===== config.mk =====
export PLATFORM = sky130hd
export DESIGN_NAME = dmx_core
export DESIGN_NICKNAME = d
export VERILOG_FILES = /design/src/logic/dmx_pkg.sv /design/src/logic/dmx_arb.sv /design/src/logic/dmx_addr.sv /design/src/logic/dmx_core.sv
export SDC_FILE = /design/constraint.sdc
export NUM_CORES = 1
export LEC_CHECK = 0
export ABC_CLOCK_PERIOD_IN_PS = 5300
export CAP_MARGIN = 15
export CORE_MARGIN = 8
export CORE_UTILIZATION = 56
export CTS_BUF_LIST = sky130_fd_sc_hd__clkbuf_8
export CTS_CLUSTER_SIZE = 8
export DETAILED_ROUTE_END_ITERATION = 10
export DONT_BUFFER_PORTS = 1
export GPL_TIMING_DRIVEN = 1
export PLACE_DENSITY = 0.68
export SLEW_MARGIN = 40
export SYNTH_ARGS = -nofsm -noshare
export SYNTH_HDL_FRONTEND = slang
export SYNTH_SLANG_ARGS = --single-unit

===== constraint.sdc =====
create_clock -name pclk -period 5.3 [get_ports pclk]
set_clock_uncertainty 0.1 [all_clocks]
set_input_delay 0.265 -clock pclk [delete_from_list [all_inputs] [get_ports pclk]]
set_output_delay 0.265 -clock pclk [all_outputs]
set_load 0.1 [all_outputs]

===== src/logic/dmx_pkg.sv =====
// constants shared by the four-channel dma engine files
// assumes one clock, apb register access, a simple memory port
// Overview of operation
// - destination step code: +1, +2, +4, none
// - source step code uses same encoding
// - width code: byte, halfword, word, reserved
// - pause and re-arbitrate every 2^r transfers
// - no pause when period exceeds run
// - run is count field plus one
// - decode three-bit mode code
// - basic: paused run needs new request
// - auto-request resumes paused run itself
// - ping-pong alternates, stops on mode zero
// - ping-pong signals done per structure
// - memory gather: copy entry, run alternate
// - gather ends when basic entry completes
// - peripheral gather needs request every step
// - done flag per channel, write one clears
// - bus fault flag, write one clears
// - interrupt needs flag and its enable
// - host line ors dma and peripherals
// - high level first, then lower number
// - four independent channels
// - software request bit acts as request
package dmx_pkg;
    // ------------------------------------------------------------
    // sizes and register offsets
    // ------------------------------------------------------------
    localparam int       NCH     = 4;
    localparam int       CH_W    = 2;
    localparam logic [7:0] A_CPTR  = 8'h00;
    localparam logic [7:0] A_CTRL  = 8'h04;
    localparam logic [7:0] A_CHEN  = 8'h08;
    localparam logic [7:0] A_SWREQ = 8'h0c;
    localparam logic [7:0] A_PRIO  = 8'h10;
    localparam logic [7:0] A_ALT   = 8'h14;
    localparam logic [7:0] A_DONE  = 8'h18;
    localparam logic [7:0] A_ERR   = 8'h1c;
    localparam logic [7:0] A_IE    = 8'h20;
    localparam logic [7:0] A_STAT  = 8'h24;
    localparam int       B_EIE   = 8;
    localparam int       B_BUSY  = 8;
    // ------------------------------------------------------------
    // control structure layout in ram
    // ------------------------------------------------------------
    localparam logic [31:0] O_SRC = 32'h0000_0000;
    localparam logic [31:0] O_DST = 32'h0000_0004;
    localparam logic [31:0] O_CTL = 32'h0000_0008;
    localparam logic [31:0] O_ALT = 32'h0000_0040;
    localparam int       CPTR_LO = 7;
    localparam int       F_DINC = 30;
    localparam int       F_DSZ  = 28;
    localparam int       F_SINC = 26;
    localparam int       F_SSZ  = 24;
    localparam int       F_RP   = 14;
    localparam int       F_NM1  = 4;
    localparam int       F_MODE = 0;
    localparam int       NM1_W  = 10;
    // ------------------------------------------------------------
    // codes
    // ------------------------------------------------------------
    localparam logic [1:0] INC_NONE = 2'h3;
    localparam logic [1:0] SZ_WORD  = 2'h2;
    localparam logic [1:0] SZ_RSV   = 2'h3;
    localparam logic [2:0] MD_STOP  = 3'h0;
    localparam logic [2:0] MD_BASIC = 3'h1;
    localparam logic [2:0] MD_AUTO  = 3'h2;
    localparam logic [2:0] MD_PING  = 3'h3;
    localparam logic [2:0] MD_MSG_P = 3'h4;
    localparam logic [2:0] MD_MSG_A = 3'h5;
    localparam logic [2:0] MD_PSG_P = 3'h6;
    localparam logic [2:0] MD_PSG_A = 3'h7;
    // engine states, one-hot
    typedef enum logic [6:0] {
        ST_IDLE = 7'h01,
        ST_CTL  = 7'h02,
        ST_SRC  = 7'h04,
        ST_DST  = 7'h08,
        ST_RD   = 7'h10,
        ST_WR   = 7'h20,
        ST_WB   = 7'h40
    } dmx_st_t;
endpackage : dmx_pkg


===== src/logic/dmx_arb.sv =====
// fixed two-level priority picker for the channel requests
// assumes requests are already gated by channel enables
module dmx_arb
    import dmx_pkg::*;
(
    // requests and levels
    input  wire logic [NCH-1:0]  req,
    input  wire logic [NCH-1:0]  hi,
    // grant
    output logic                 gv,
    output logic [CH_W-1:0]      gch
);
    logic any_hi;  // some high-level channel asks

    // scan downward so the lowest number wins its level
    always_comb begin
        any_hi = |(req & hi);
        gv     = |req;
        gch    = '0;
        for (int i = NCH - 1; i >= 0; i--) begin
            if (req[i] && (hi[i] || !any_hi)) begin
                gch = CH_W'(i);
            end
        end
    end
endmodule : dmx_arb


===== src/logic/dmx_addr.sv =====
// transfer address from end pointer and remaining count
// assumes remaining count is the live count field, or its low two bits on the destination side of a primary gather
module dmx_addr
    import dmx_pkg::*;
(
    // structure fields
    input  wire logic [31:0]      end_ptr,
    input  wire logic [1:0]       inc,
    input  wire logic [NM1_W-1:0] nm1,
    // address of this transfer
    output logic [31:0]           addr
);
    logic [31:0] step;  // distance back from the end

    // last transfer (nm1 zero) lands on the end pointer
    always_comb begin
        if (inc == INC_NONE) begin
            step = 32'h0000_0000;
        end else begin
            step = {22'h0, nm1} << inc;
        end
        addr = end_ptr - step;
    end
endmodule : dmx_addr


===== src/logic/dmx_core.sv =====
// four-channel dma engine: apb registers, structure
// fetch, copy loop, write-back, flags and interrupt
// assumes a memory port that holds off with mem_ack
//
// Chosen here: the register addresses and the APB slave port.
module dmx_core
    import dmx_pkg::*;
(
    // clock and reset
    input  wire logic        pclk,
    input  wire logic        presetn,
    // apb slave
    input  wire logic        psel,
    input  wire logic        penable,
    input  wire logic        pwrite,
    input  wire logic [7:0]  paddr,
    input  wire logic [31:0] pwdata,
    output logic [31:0]      prdata,
    output logic             pready,
    output logic             pslverr,
    // peripheral requests, level
    input  wire logic [NCH-1:0] dma_hw_req,
    input  wire logic        periph_irq_in,
    // memory master port
    output logic             mem_req,
    output logic             mem_we,
    output logic [31:0]      mem_addr,
    output logic [31:0]      mem_wdata,
    output logic [1:0]       mem_size,
    input  wire logic        mem_ack,
    input  wire logic [31:0] mem_rdata,
    input  wire logic        mem_err,
    // interrupts
    output logic             dma_irq_out,
    output logic             host_irq_line
);
    // ------------------------------------------------------------
    // state
    // ------------------------------------------------------------
    typedef struct packed {
        logic [31:0]     cptr;   // structure base
        logic            men;    // master enable
        logic [NCH-1:0]  chen;   // channel enables
        logic [NCH-1:0]  hpri;   // high_priority_select
        logic [NCH-1:0]  alt;    // alternate in use
        logic [NCH-1:0]  done;   // done_flag
        logic            berr;   // bus_fault_flag
        logic [NCH-1:0]  ie;     // done enables
        logic            eie;    // fault enable
        logic [NCH-1:0]  swp;    // software_request_bit
        logic [NCH-1:0]  autop;  // self-issued request
        dmx_st_t         fsm;
        logic [CH_W-1:0] ch;     // channel in service
        logic [2:0]      mode;   // mode at fetch
        logic [31:0]     ctl;    // live control word
        logic [31:0]     src;
        logic [31:0]     dst;
        logic [15:0]     cnt;    // transfers this burst
        logic [31:0]     prdata;
        logic            pready;
        logic            pslverr;
        logic            m_req;
        logic            m_we;
        logic [31:0]     m_addr;
        logic [31:0]     m_wdata;
        logic [1:0]      m_size;
        logic            dirq;
        logic            hirq;
    } dmx_state_t;

    dmx_state_t s;       // registered state
    dmx_state_t next_s;  // next state

    // ------------------------------------------------------------
    // helpers
    // ------------------------------------------------------------
    logic [NCH-1:0]   req_v;    // live requests
    logic             gnt_v;
    logic [CH_W-1:0]  gnt_ch;
    logic [31:0]      src_a;
    logic [31:0]      dst_a;
    logic [NM1_W-1:0] c_nm1;
    logic [NM1_W-1:0] d_nm1;    // count seen by the destination side
    logic [3:0]       c_rp;
    logic [15:0]      cnt_inc;
    logic [15:0]      period;
    logic             ack;

    assign c_nm1   = s.ctl[F_NM1 +: NM1_W];
    assign c_rp    = s.ctl[F_RP +: 4];
    assign cnt_inc = 16'(s.cnt + 16'h0001);
    assign period  = 16'h0001 << c_rp;
    assign ack     = s.m_req & mem_ack;
    // a primary gather structure refills the four alternate words on
    // every task, so only the position inside one entry may count
    assign d_nm1   = (s.mode == MD_MSG_P || s.mode == MD_PSG_P)
                   ? {{(NM1_W-2){1'b0}}, c_nm1[1:0]} : c_nm1;

    // a channel asks by hardware, software or itself
    assign req_v = (dma_hw_req | s.swp | s.autop)
                 & s.chen & {NCH{s.men}};

    dmx_arb u_arb (
        .req (req_v),
        .hi  (s.hpri),
        .gv  (gnt_v),
        .gch (gnt_ch)
    );

    dmx_addr u_src (
        .end_ptr (s.src),
        .inc     (s.ctl[F_SINC +: 2]),
        .nm1     (c_nm1),
        .addr    (src_a)
    );

    dmx_addr u_dst (
        .end_ptr (s.dst),
        .inc     (s.ctl[F_DINC +: 2]),
        .nm1     (d_nm1),
        .addr    (dst_a)
    );

    // structure base for a channel and half
    function automatic logic [31:0] base_of(
        input logic [31:0]     cp,
        input logic [CH_W-1:0] c,
        input logic            a
    );
        base_of = cp + {26'h0, c, 4'h0}
                + (a ? O_ALT : 32'h0000_0000);
    endfunction : base_of

    // ------------------------------------------------------------
    // next state
    // ------------------------------------------------------------
    always_comb begin
        logic [NCH-1:0] done_set;
        logic           err_set;
        logic           last;
        logic           fin;
        logic [31:0]    bs;
        logic [31:0]    rdv;
        logic           hit;
        done_set = '0;
        err_set  = 1'b0;
        rdv      = 32'h0000_0000;
        hit      = 1'b1;
        next_s   = s;
        last     = (c_nm1 == '0);
        fin      = (s.ctl[F_MODE +: 3] == MD_STOP);
        bs       = base_of(s.cptr, s.ch, s.alt[s.ch]);
        if (ack) begin
            next_s.m_req = 1'b0;
        end
        // bus error aborts the channel in any state
        if (ack && mem_err) begin
            err_set    = 1'b1;
            next_s.fsm = ST_IDLE;
        end else begin
            case (s.fsm)
                // pick the winner and fetch its control word
                ST_IDLE: begin
                    if (gnt_v) begin
                        next_s.ch            = gnt_ch;
                        next_s.swp[gnt_ch]   = 1'b0;
                        next_s.autop[gnt_ch] = 1'b0;
                        next_s.cnt           = 16'h0000;
                        next_s.m_req         = 1'b1;
                        next_s.m_we          = 1'b0;
                        next_s.m_size        = SZ_WORD;
                        next_s.m_addr        = base_of(s.cptr,
                            gnt_ch, s.alt[gnt_ch]) + O_CTL;
                        next_s.fsm           = ST_CTL;
                    end
                end
                ST_CTL: begin
                    if (ack) begin
                        next_s.ctl  = mem_rdata;
                        next_s.mode = mem_rdata[F_MODE +: 3];
                        if (mem_rdata[F_MODE +: 3] == MD_STOP) begin
                            next_s.fsm = ST_IDLE;
                        end else if (mem_rdata[F_SSZ +: 2] == SZ_RSV
                                  || mem_rdata[F_DSZ +: 2] == SZ_RSV) begin
                            // reserved width is refused as a fault
                            err_set    = 1'b1;
                            next_s.fsm = ST_IDLE;
                        end else begin
                            next_s.m_req  = 1'b1;
                            next_s.m_addr = bs + O_SRC;
                            next_s.fsm    = ST_SRC;
                        end
                    end
                end
                ST_SRC: begin
                    if (ack) begin
                        next_s.src    = mem_rdata;
                        next_s.m_req  = 1'b1;
                        next_s.m_addr = bs + O_DST;
                        next_s.fsm    = ST_DST;
                    end
                end
                ST_DST: begin
                    if (ack) begin
                        next_s.dst = mem_rdata;
                        next_s.fsm = ST_RD;
                    end
                end
                // read one item; the request goes out a cycle
                // after entry so addresses see the new count
                ST_RD: begin
                    if (!s.m_req) begin
                        next_s.m_req  = 1'b1;
                        next_s.m_we   = 1'b0;
                        next_s.m_addr = src_a;
                        next_s.m_size = s.ctl[F_SSZ +: 2];
                    end else if (ack) begin
                        next_s.m_req   = 1'b1;
                        next_s.m_we    = 1'b1;
                        next_s.m_addr  = dst_a;
                        next_s.m_wdata = mem_rdata;
                        next_s.m_size  = s.ctl[F_DSZ +: 2];
                        next_s.fsm     = ST_WR;
                    end
                end
                // count the item, then go on, pause or finish
                ST_WR: begin
                    if (ack) begin
                        next_s.cnt = cnt_inc;
                        if (last) begin
                            next_s.ctl[F_MODE +: 3] = MD_STOP;
                        end else begin
                            next_s.ctl[F_NM1 +: NM1_W] =
                                NM1_W'(c_nm1 - 1'b1);
                        end
                        if (!last && cnt_inc != period) begin
                            next_s.fsm = ST_RD;
                        end else begin
                            // pause or end: store count and mode
                            next_s.m_req   = 1'b1;
                            next_s.m_we    = 1'b1;
                            next_s.m_size  = SZ_WORD;
                            next_s.m_addr  = bs + O_CTL;
                            next_s.m_wdata = next_s.ctl;
                            next_s.fsm     = ST_WB;
                        end
                    end
                end
                // decide how this channel carries on
                ST_WB: begin
                    if (ack) begin
                        next_s.fsm = ST_IDLE;
                        case (s.mode)
                            MD_BASIC: begin
                                if (fin) begin
                                    done_set[s.ch] = 1'b1;
                                end
                            end
                            MD_AUTO: begin
                                if (fin) begin
                                    done_set[s.ch] = 1'b1;
                                end else begin
                                    next_s.autop[s.ch] = 1'b1;
                                end
                            end
                            MD_PING: begin
                                if (fin) begin
                                    done_set[s.ch]     = 1'b1;
                                    next_s.alt[s.ch]   = ~s.alt[s.ch];
                                    next_s.autop[s.ch] = 1'b1;
                                end
                            end
                            MD_MSG_P: begin
                                next_s.alt[s.ch]   = 1'b1;
                                next_s.autop[s.ch] = 1'b1;
                            end
                            MD_MSG_A: begin
                                next_s.alt[s.ch]   = ~fin;
                                next_s.autop[s.ch] = 1'b1;
                            end
                            MD_PSG_P: begin
                                next_s.alt[s.ch] = 1'b1;
                            end
                            MD_PSG_A: begin
                                next_s.alt[s.ch] = ~fin;
                            end
                            default: begin
                                next_s.fsm = ST_IDLE;
                            end
                        endcase
                    end
                end
                default: begin
                    next_s.fsm = ST_IDLE;
                end
            endcase
        end

        // apb read data, sampled in the first access cycle
        case (paddr)
            A_CPTR:  rdv = s.cptr;
            A_CTRL:  rdv = {31'h0, s.men};
            A_CHEN:  rdv = {28'h0, s.chen};
            A_SWREQ: rdv = {28'h0, s.swp};
            A_PRIO:  rdv = {28'h0, s.hpri};
            A_ALT:   rdv = {28'h0, s.alt};
            A_DONE:  rdv = {28'h0, s.done};
            A_ERR:   rdv = {31'h0, s.berr};
            A_IE:    rdv = {23'h0, s.eie, 4'h0, s.ie};
            A_STAT:  rdv = {23'h0, s.fsm != ST_IDLE,
                            6'h0, s.ch};
            default: hit = 1'b0;
        endcase
        next_s.pready  = psel & penable & ~s.pready;
        next_s.pslverr = psel & penable & ~s.pready & ~hit;
        if (psel && penable && !s.pready) begin
            next_s.prdata = hit ? rdv : 32'h0000_0000;
        end

        // writes land at the completing edge; after the
        // engine so a software request is never lost
        if (psel && penable && s.pready && pwrite && !s.pslverr) begin
            case (paddr)
                A_CPTR:  next_s.cptr = {pwdata[31:CPTR_LO],
                                        CPTR_LO'(0)};
                A_CTRL:  next_s.men  = pwdata[0];
                A_CHEN:  next_s.chen = pwdata[NCH-1:0];
                A_SWREQ: next_s.swp  = next_s.swp
                                     | pwdata[NCH-1:0];
                A_PRIO:  next_s.hpri = pwdata[NCH-1:0];
                A_ALT:   next_s.alt  = pwdata[NCH-1:0];
                A_DONE:  next_s.done = s.done
                                     & ~pwdata[NCH-1:0];
                A_ERR:   next_s.berr = s.berr & ~pwdata[0];
                A_IE: begin
                    next_s.ie  = pwdata[NCH-1:0];
                    next_s.eie = pwdata[B_EIE];
                end
                default: next_s.men = s.men;
            endcase
        end

        // hardware sets win over a clear in the same cycle
        next_s.done = next_s.done | done_set;
        next_s.berr = next_s.berr | err_set;
        next_s.dirq = |(next_s.done & next_s.ie)
                    | (next_s.berr & next_s.eie);
        next_s.hirq = next_s.dirq | periph_irq_in;
    end

    // ------------------------------------------------------------
    // registers
    // ------------------------------------------------------------
    always_ff @(posedge pclk or negedge presetn) begin
        if (!presetn) begin
            s     <= '0;
            s.fsm <= ST_IDLE;
        end else begin
            s <= next_s;
        end
    end

    assign prdata        = s.prdata;
    assign pready        = s.pready;
    assign pslverr       = s.pslverr;
    assign mem_req       = s.m_req;
    assign mem_we        = s.m_we;
    assign mem_addr      = s.m_addr;
    assign mem_wdata     = s.m_wdata;
    assign mem_size      = s.m_size;
    assign dma_irq_out   = s.dirq;
    assign host_irq_line = s.hirq;

    logic            fin_now;          // live word already stopped
    logic            done_flag_of_ch;  // flag of the channel just served
    logic [CH_W-1:0] ch_d;             // channel of the previous cycle
    assign fin_now = (s.ctl[F_MODE +: 3] == MD_STOP);
    always_ff @(posedge pclk) ch_d <= s.ch;
    assign done_flag_of_ch = s.done[ch_d];
endmodule : dmx_core


==> flow_metrics.tcl <==
set metrics [dict create \
    status "complete, but fails checks" \
    violations "negative hold slack" \
    path_clk_slew_ns 0.06 \
    clockRootBuffer "clkbuf_8" \
    cts_buffer_depth 3 \
    cp_data_required_time_ns 5.64 \
    drive_above_1_share_pct 19.0 \
    ys.warnings.count 0 \
    ys.flop_type "dfrtp_1" \
    postPlaceCellArea_um2 16200 \
    fmax_mhz 234 \
    seq_area_um2 7150 \
    dieWidth_um 188 \
    synth_seq_cells 281 \
    synth-edff-count 0 \
    power.leakage_nw 8.13 \
    final_area_um2 18100 \
    fillers 2527 \
    fin_crit_sh_pct 80.7 \
    synthDistinctLibCells 85 \
    tritoncts "yes" \
    synth-async-reset-ratio_pct 100 \
    vias_per_cell 6.05 \
    cellPowerDensity_nw_per_um2 248 \
    drcViolationCount 0 \
    dp.final_hpwl_mm 32.4 \
    grt_pass1_vias 12800 \
    nets 1847 \
    grtUsageTotal_pct 25.4 \
    reg2reg_slack_ns 1.02 \
    ctsResizeCount 0 \
    cpMostUsedCell "a21oi_1" \
    initial_core_util_pct 56.4 \
    hold_path.class "in -> async" \
    crit_slowest_cell "a2111oi_0" \
    first_pass_iters 9 \
    ant_nets 0 \
    path_cells "nor2b_1, a21oi_1, ha_1, a2111oi_0, o21ai_0, a311oi_2, nand2_1, nor3_1, xnor2_1, o22ai_1, a21oi_1, a21oi_1" \
    htreeDepth 2 \
    ir_drop_v 0.000165 \
    tns_ns 0 \
    grt_overflow 0 \
    relSlewSlack_pct 40.4 \
    rsz0062_at_grt "no" \
    final_max_slew_viol_count 0 \
    io_buffers 0 \
    placementRows 63 \
    dieArea_um2 35400 \
    cts_buffers 50 \
    antenna_found_initial 6 \
    final_common_cell "nand2_1" \
    fin_hold_ws_ns -0.729 \
    hold_viol_final 281 \
    synthCells 1782 \
    wirelength_mm 46.0 \
    multiInputGateArea_um2 8410 \
    path_class "reg -> reg" \
    hold_buffers 71 \
    clk_latency_ns 0.59 \
    layout_common_cells "263 x nand2_1, 185 x dfrtp_1, 113 x nor2_1" \
    worstPathArrival_ns 4.62 \
    drtIter0Drc 1122 \
    num_io_pins 188 \
    synth_area_um2 16600 \
    gp_congestion 0.926 \
    grt_max_degree 282 \
    worstSetupStartpointType "register" \
    worstSetupEndpointType "register" \
    clkSinkCount 281 \
    vias 13100 \
    wl_per_cell_um 21.3 \
    post_cts_buffers 0 \
    die-height_um 188 \
    grt_pass1_wl_mm 72.8 \
    drv_cap 0 \
    crit_fanout 16 \
    areaGrowthSynthToFinish_pct 8.89 \
    synth_seq_area_share_pct 42.4 \
    setup_violations 0 \
    syn_avg_cell_area_um2 9.31 \
    core_um2 29400 \
    timing.final.crit_period_ns 4.28 \
    crit_path_max_incr_delay_ns 0.63 \
    tightest_slew_ns 0.894 \
]
[routing by layer]
layer / track usage [%] / vias up / routed length (um)
met5: 0 / - / 27
met4: 7.64 / 4 / 1250
met3: 9.57 / 89 / 5160
met2: 37.7 / 514 / 19700
met1: 34.2 / 6334 / 19900
li1: - / 6164 / -
[worst max-delay path, delay by kind of cell, from the launching register on]
| kind | cells | cell delay (ns) |
|---|---|---|
| AO/OA/AOI/OAI | 7 | 2.02 |
| XOR/XNOR | 1 | 0.14 |
| adder cells (fa/ha/maj) | 1 | 0.36 |
| flip-flops | 1 | 0.62 |
| AND/OR/NAND/NOR | 3 | 0.88 |
[state kept, by name, summed over array words and instances (netlist names)]
register and flops:
c_nm1 10, c_rp 4, dma_irq_out 1, host_irq_line 1, mem_addr 32, mem_req 1
mem_size 2, mem_wdata 32, mem_we 1, prdata 29, pready 1, pslverr 1
s 166
[power by group]
| group | internal [mW] | switching [mW] | total [mW] |
|---|---|---|---|
| combinational | 0.0670 | 0.113 | 0.180 |
| clock | 1.15 | 0.940 | 2.09 |
| sequential | 2.16 | 0.0592 | 2.22 |
| total | 3.38 | 1.11 | 4.49 |
[kinds of logic after synthesis]
group,Yosys count,synth area share [%]
AO/OA/AOI/OAI,395,15.6
XOR/XNOR,81,4.32
adder cells (fa/ha/maj),34,2.65
buffers and inverters,220,7.38
flip-flops,281,42.4
multiplexers,145,9.61
other,2,0.0452
AND/OR/NAND/NOR,624,18.0
[worst paths after layout]
path | start | to | cells after the start
worst max register to register | s[211]$_DFFE_PN0P_ | mem_addr[26]$_DFFE_PN0P_ | 12
worst min register to register | s[187]$_DFFE_PN0P_ | s[187]$_DFFE_PN0P_ | 2
min in group pclk | paddr[2] | s[258]$_DFFE_PN0P_ | 3
worst min-delay path | presetn | pready$_DFF_PN0_ | 0
max in group asynchronous | presetn | mem_wdata[5]$_DFFE_PN0P_ | 0
worst max-delay path | s[211]$_DFFE_PN0P_ | mem_addr[26]$_DFFE_PN0P_ | 12
[metrics by stage]
step | util (%) | std cells | power, mW | hold WS [ns] | setup WS [ns]
after CTS | 61.2 | 2161 | 4.52 | -0.748 | 1.06
after floorplan | - | 1785 | 2.34 | -0.131 | 1.29
after global routing | 61.4 | 2164 | 4.64 | -0.754 | 0.767
final | 61.5 | 2166 | 4.49 | -0.729 | 1.02
after global placement | 54.8 | 1994 | 2.36 | -0.117 | 1.17
after detailed placement | 55.2 | 1996 | 2.36 | -0.118 | 1.12
[cells in the mapped netlist (8+ instances only)]
master,number,area (um2)
buf_2,16,80.1
a21o_1,12,90.1
or3_1,10,62.6
inv_1,24,90.1
ha_1,32,400
xor2_1,31,272
clkbuf_1,69,259
and2_1,14,87.6
mux2_2,105,1180
buf_1,11,41.3
a22oi_1,24,180
a22o_1,13,114
or2_2,11,68.8
nand3b_1,10,75.1
a222oi_1,21,210
mux2i_1,39,390
nand2b_1,22,138
dfrtp_1,280,7010
nand2_1,264,991
buf_4,99,743
o22ai_1,11,68.8
o21ai_0,94,470
nor4_1,16,100
nor2_1,118,443
a31oi_1,14,87.6
xnor2_1,49,429
nor2b_1,24,150
and3_1,8,50.1
nor3_1,33,165
o31ai_1,40,300
a21oi_1,103,515
nand3_1,50,250
[final cells by class]
cell class | instances | share of cell area, %
Antenna cell | 5 | 0.0692
Sequential cell | 281 | 39.6
Tap cell | 390 | 2.70
Clock inverter | 29 | 0.928
Inverter | 24 | 0.498
Multi-Input combinational cell | 1284 | 46.6
Timing Repair Buffer | 88 | 4.73
Clock buffer | 65 | 4.95
Note: power is estimated with default switching activity, not from simulation.
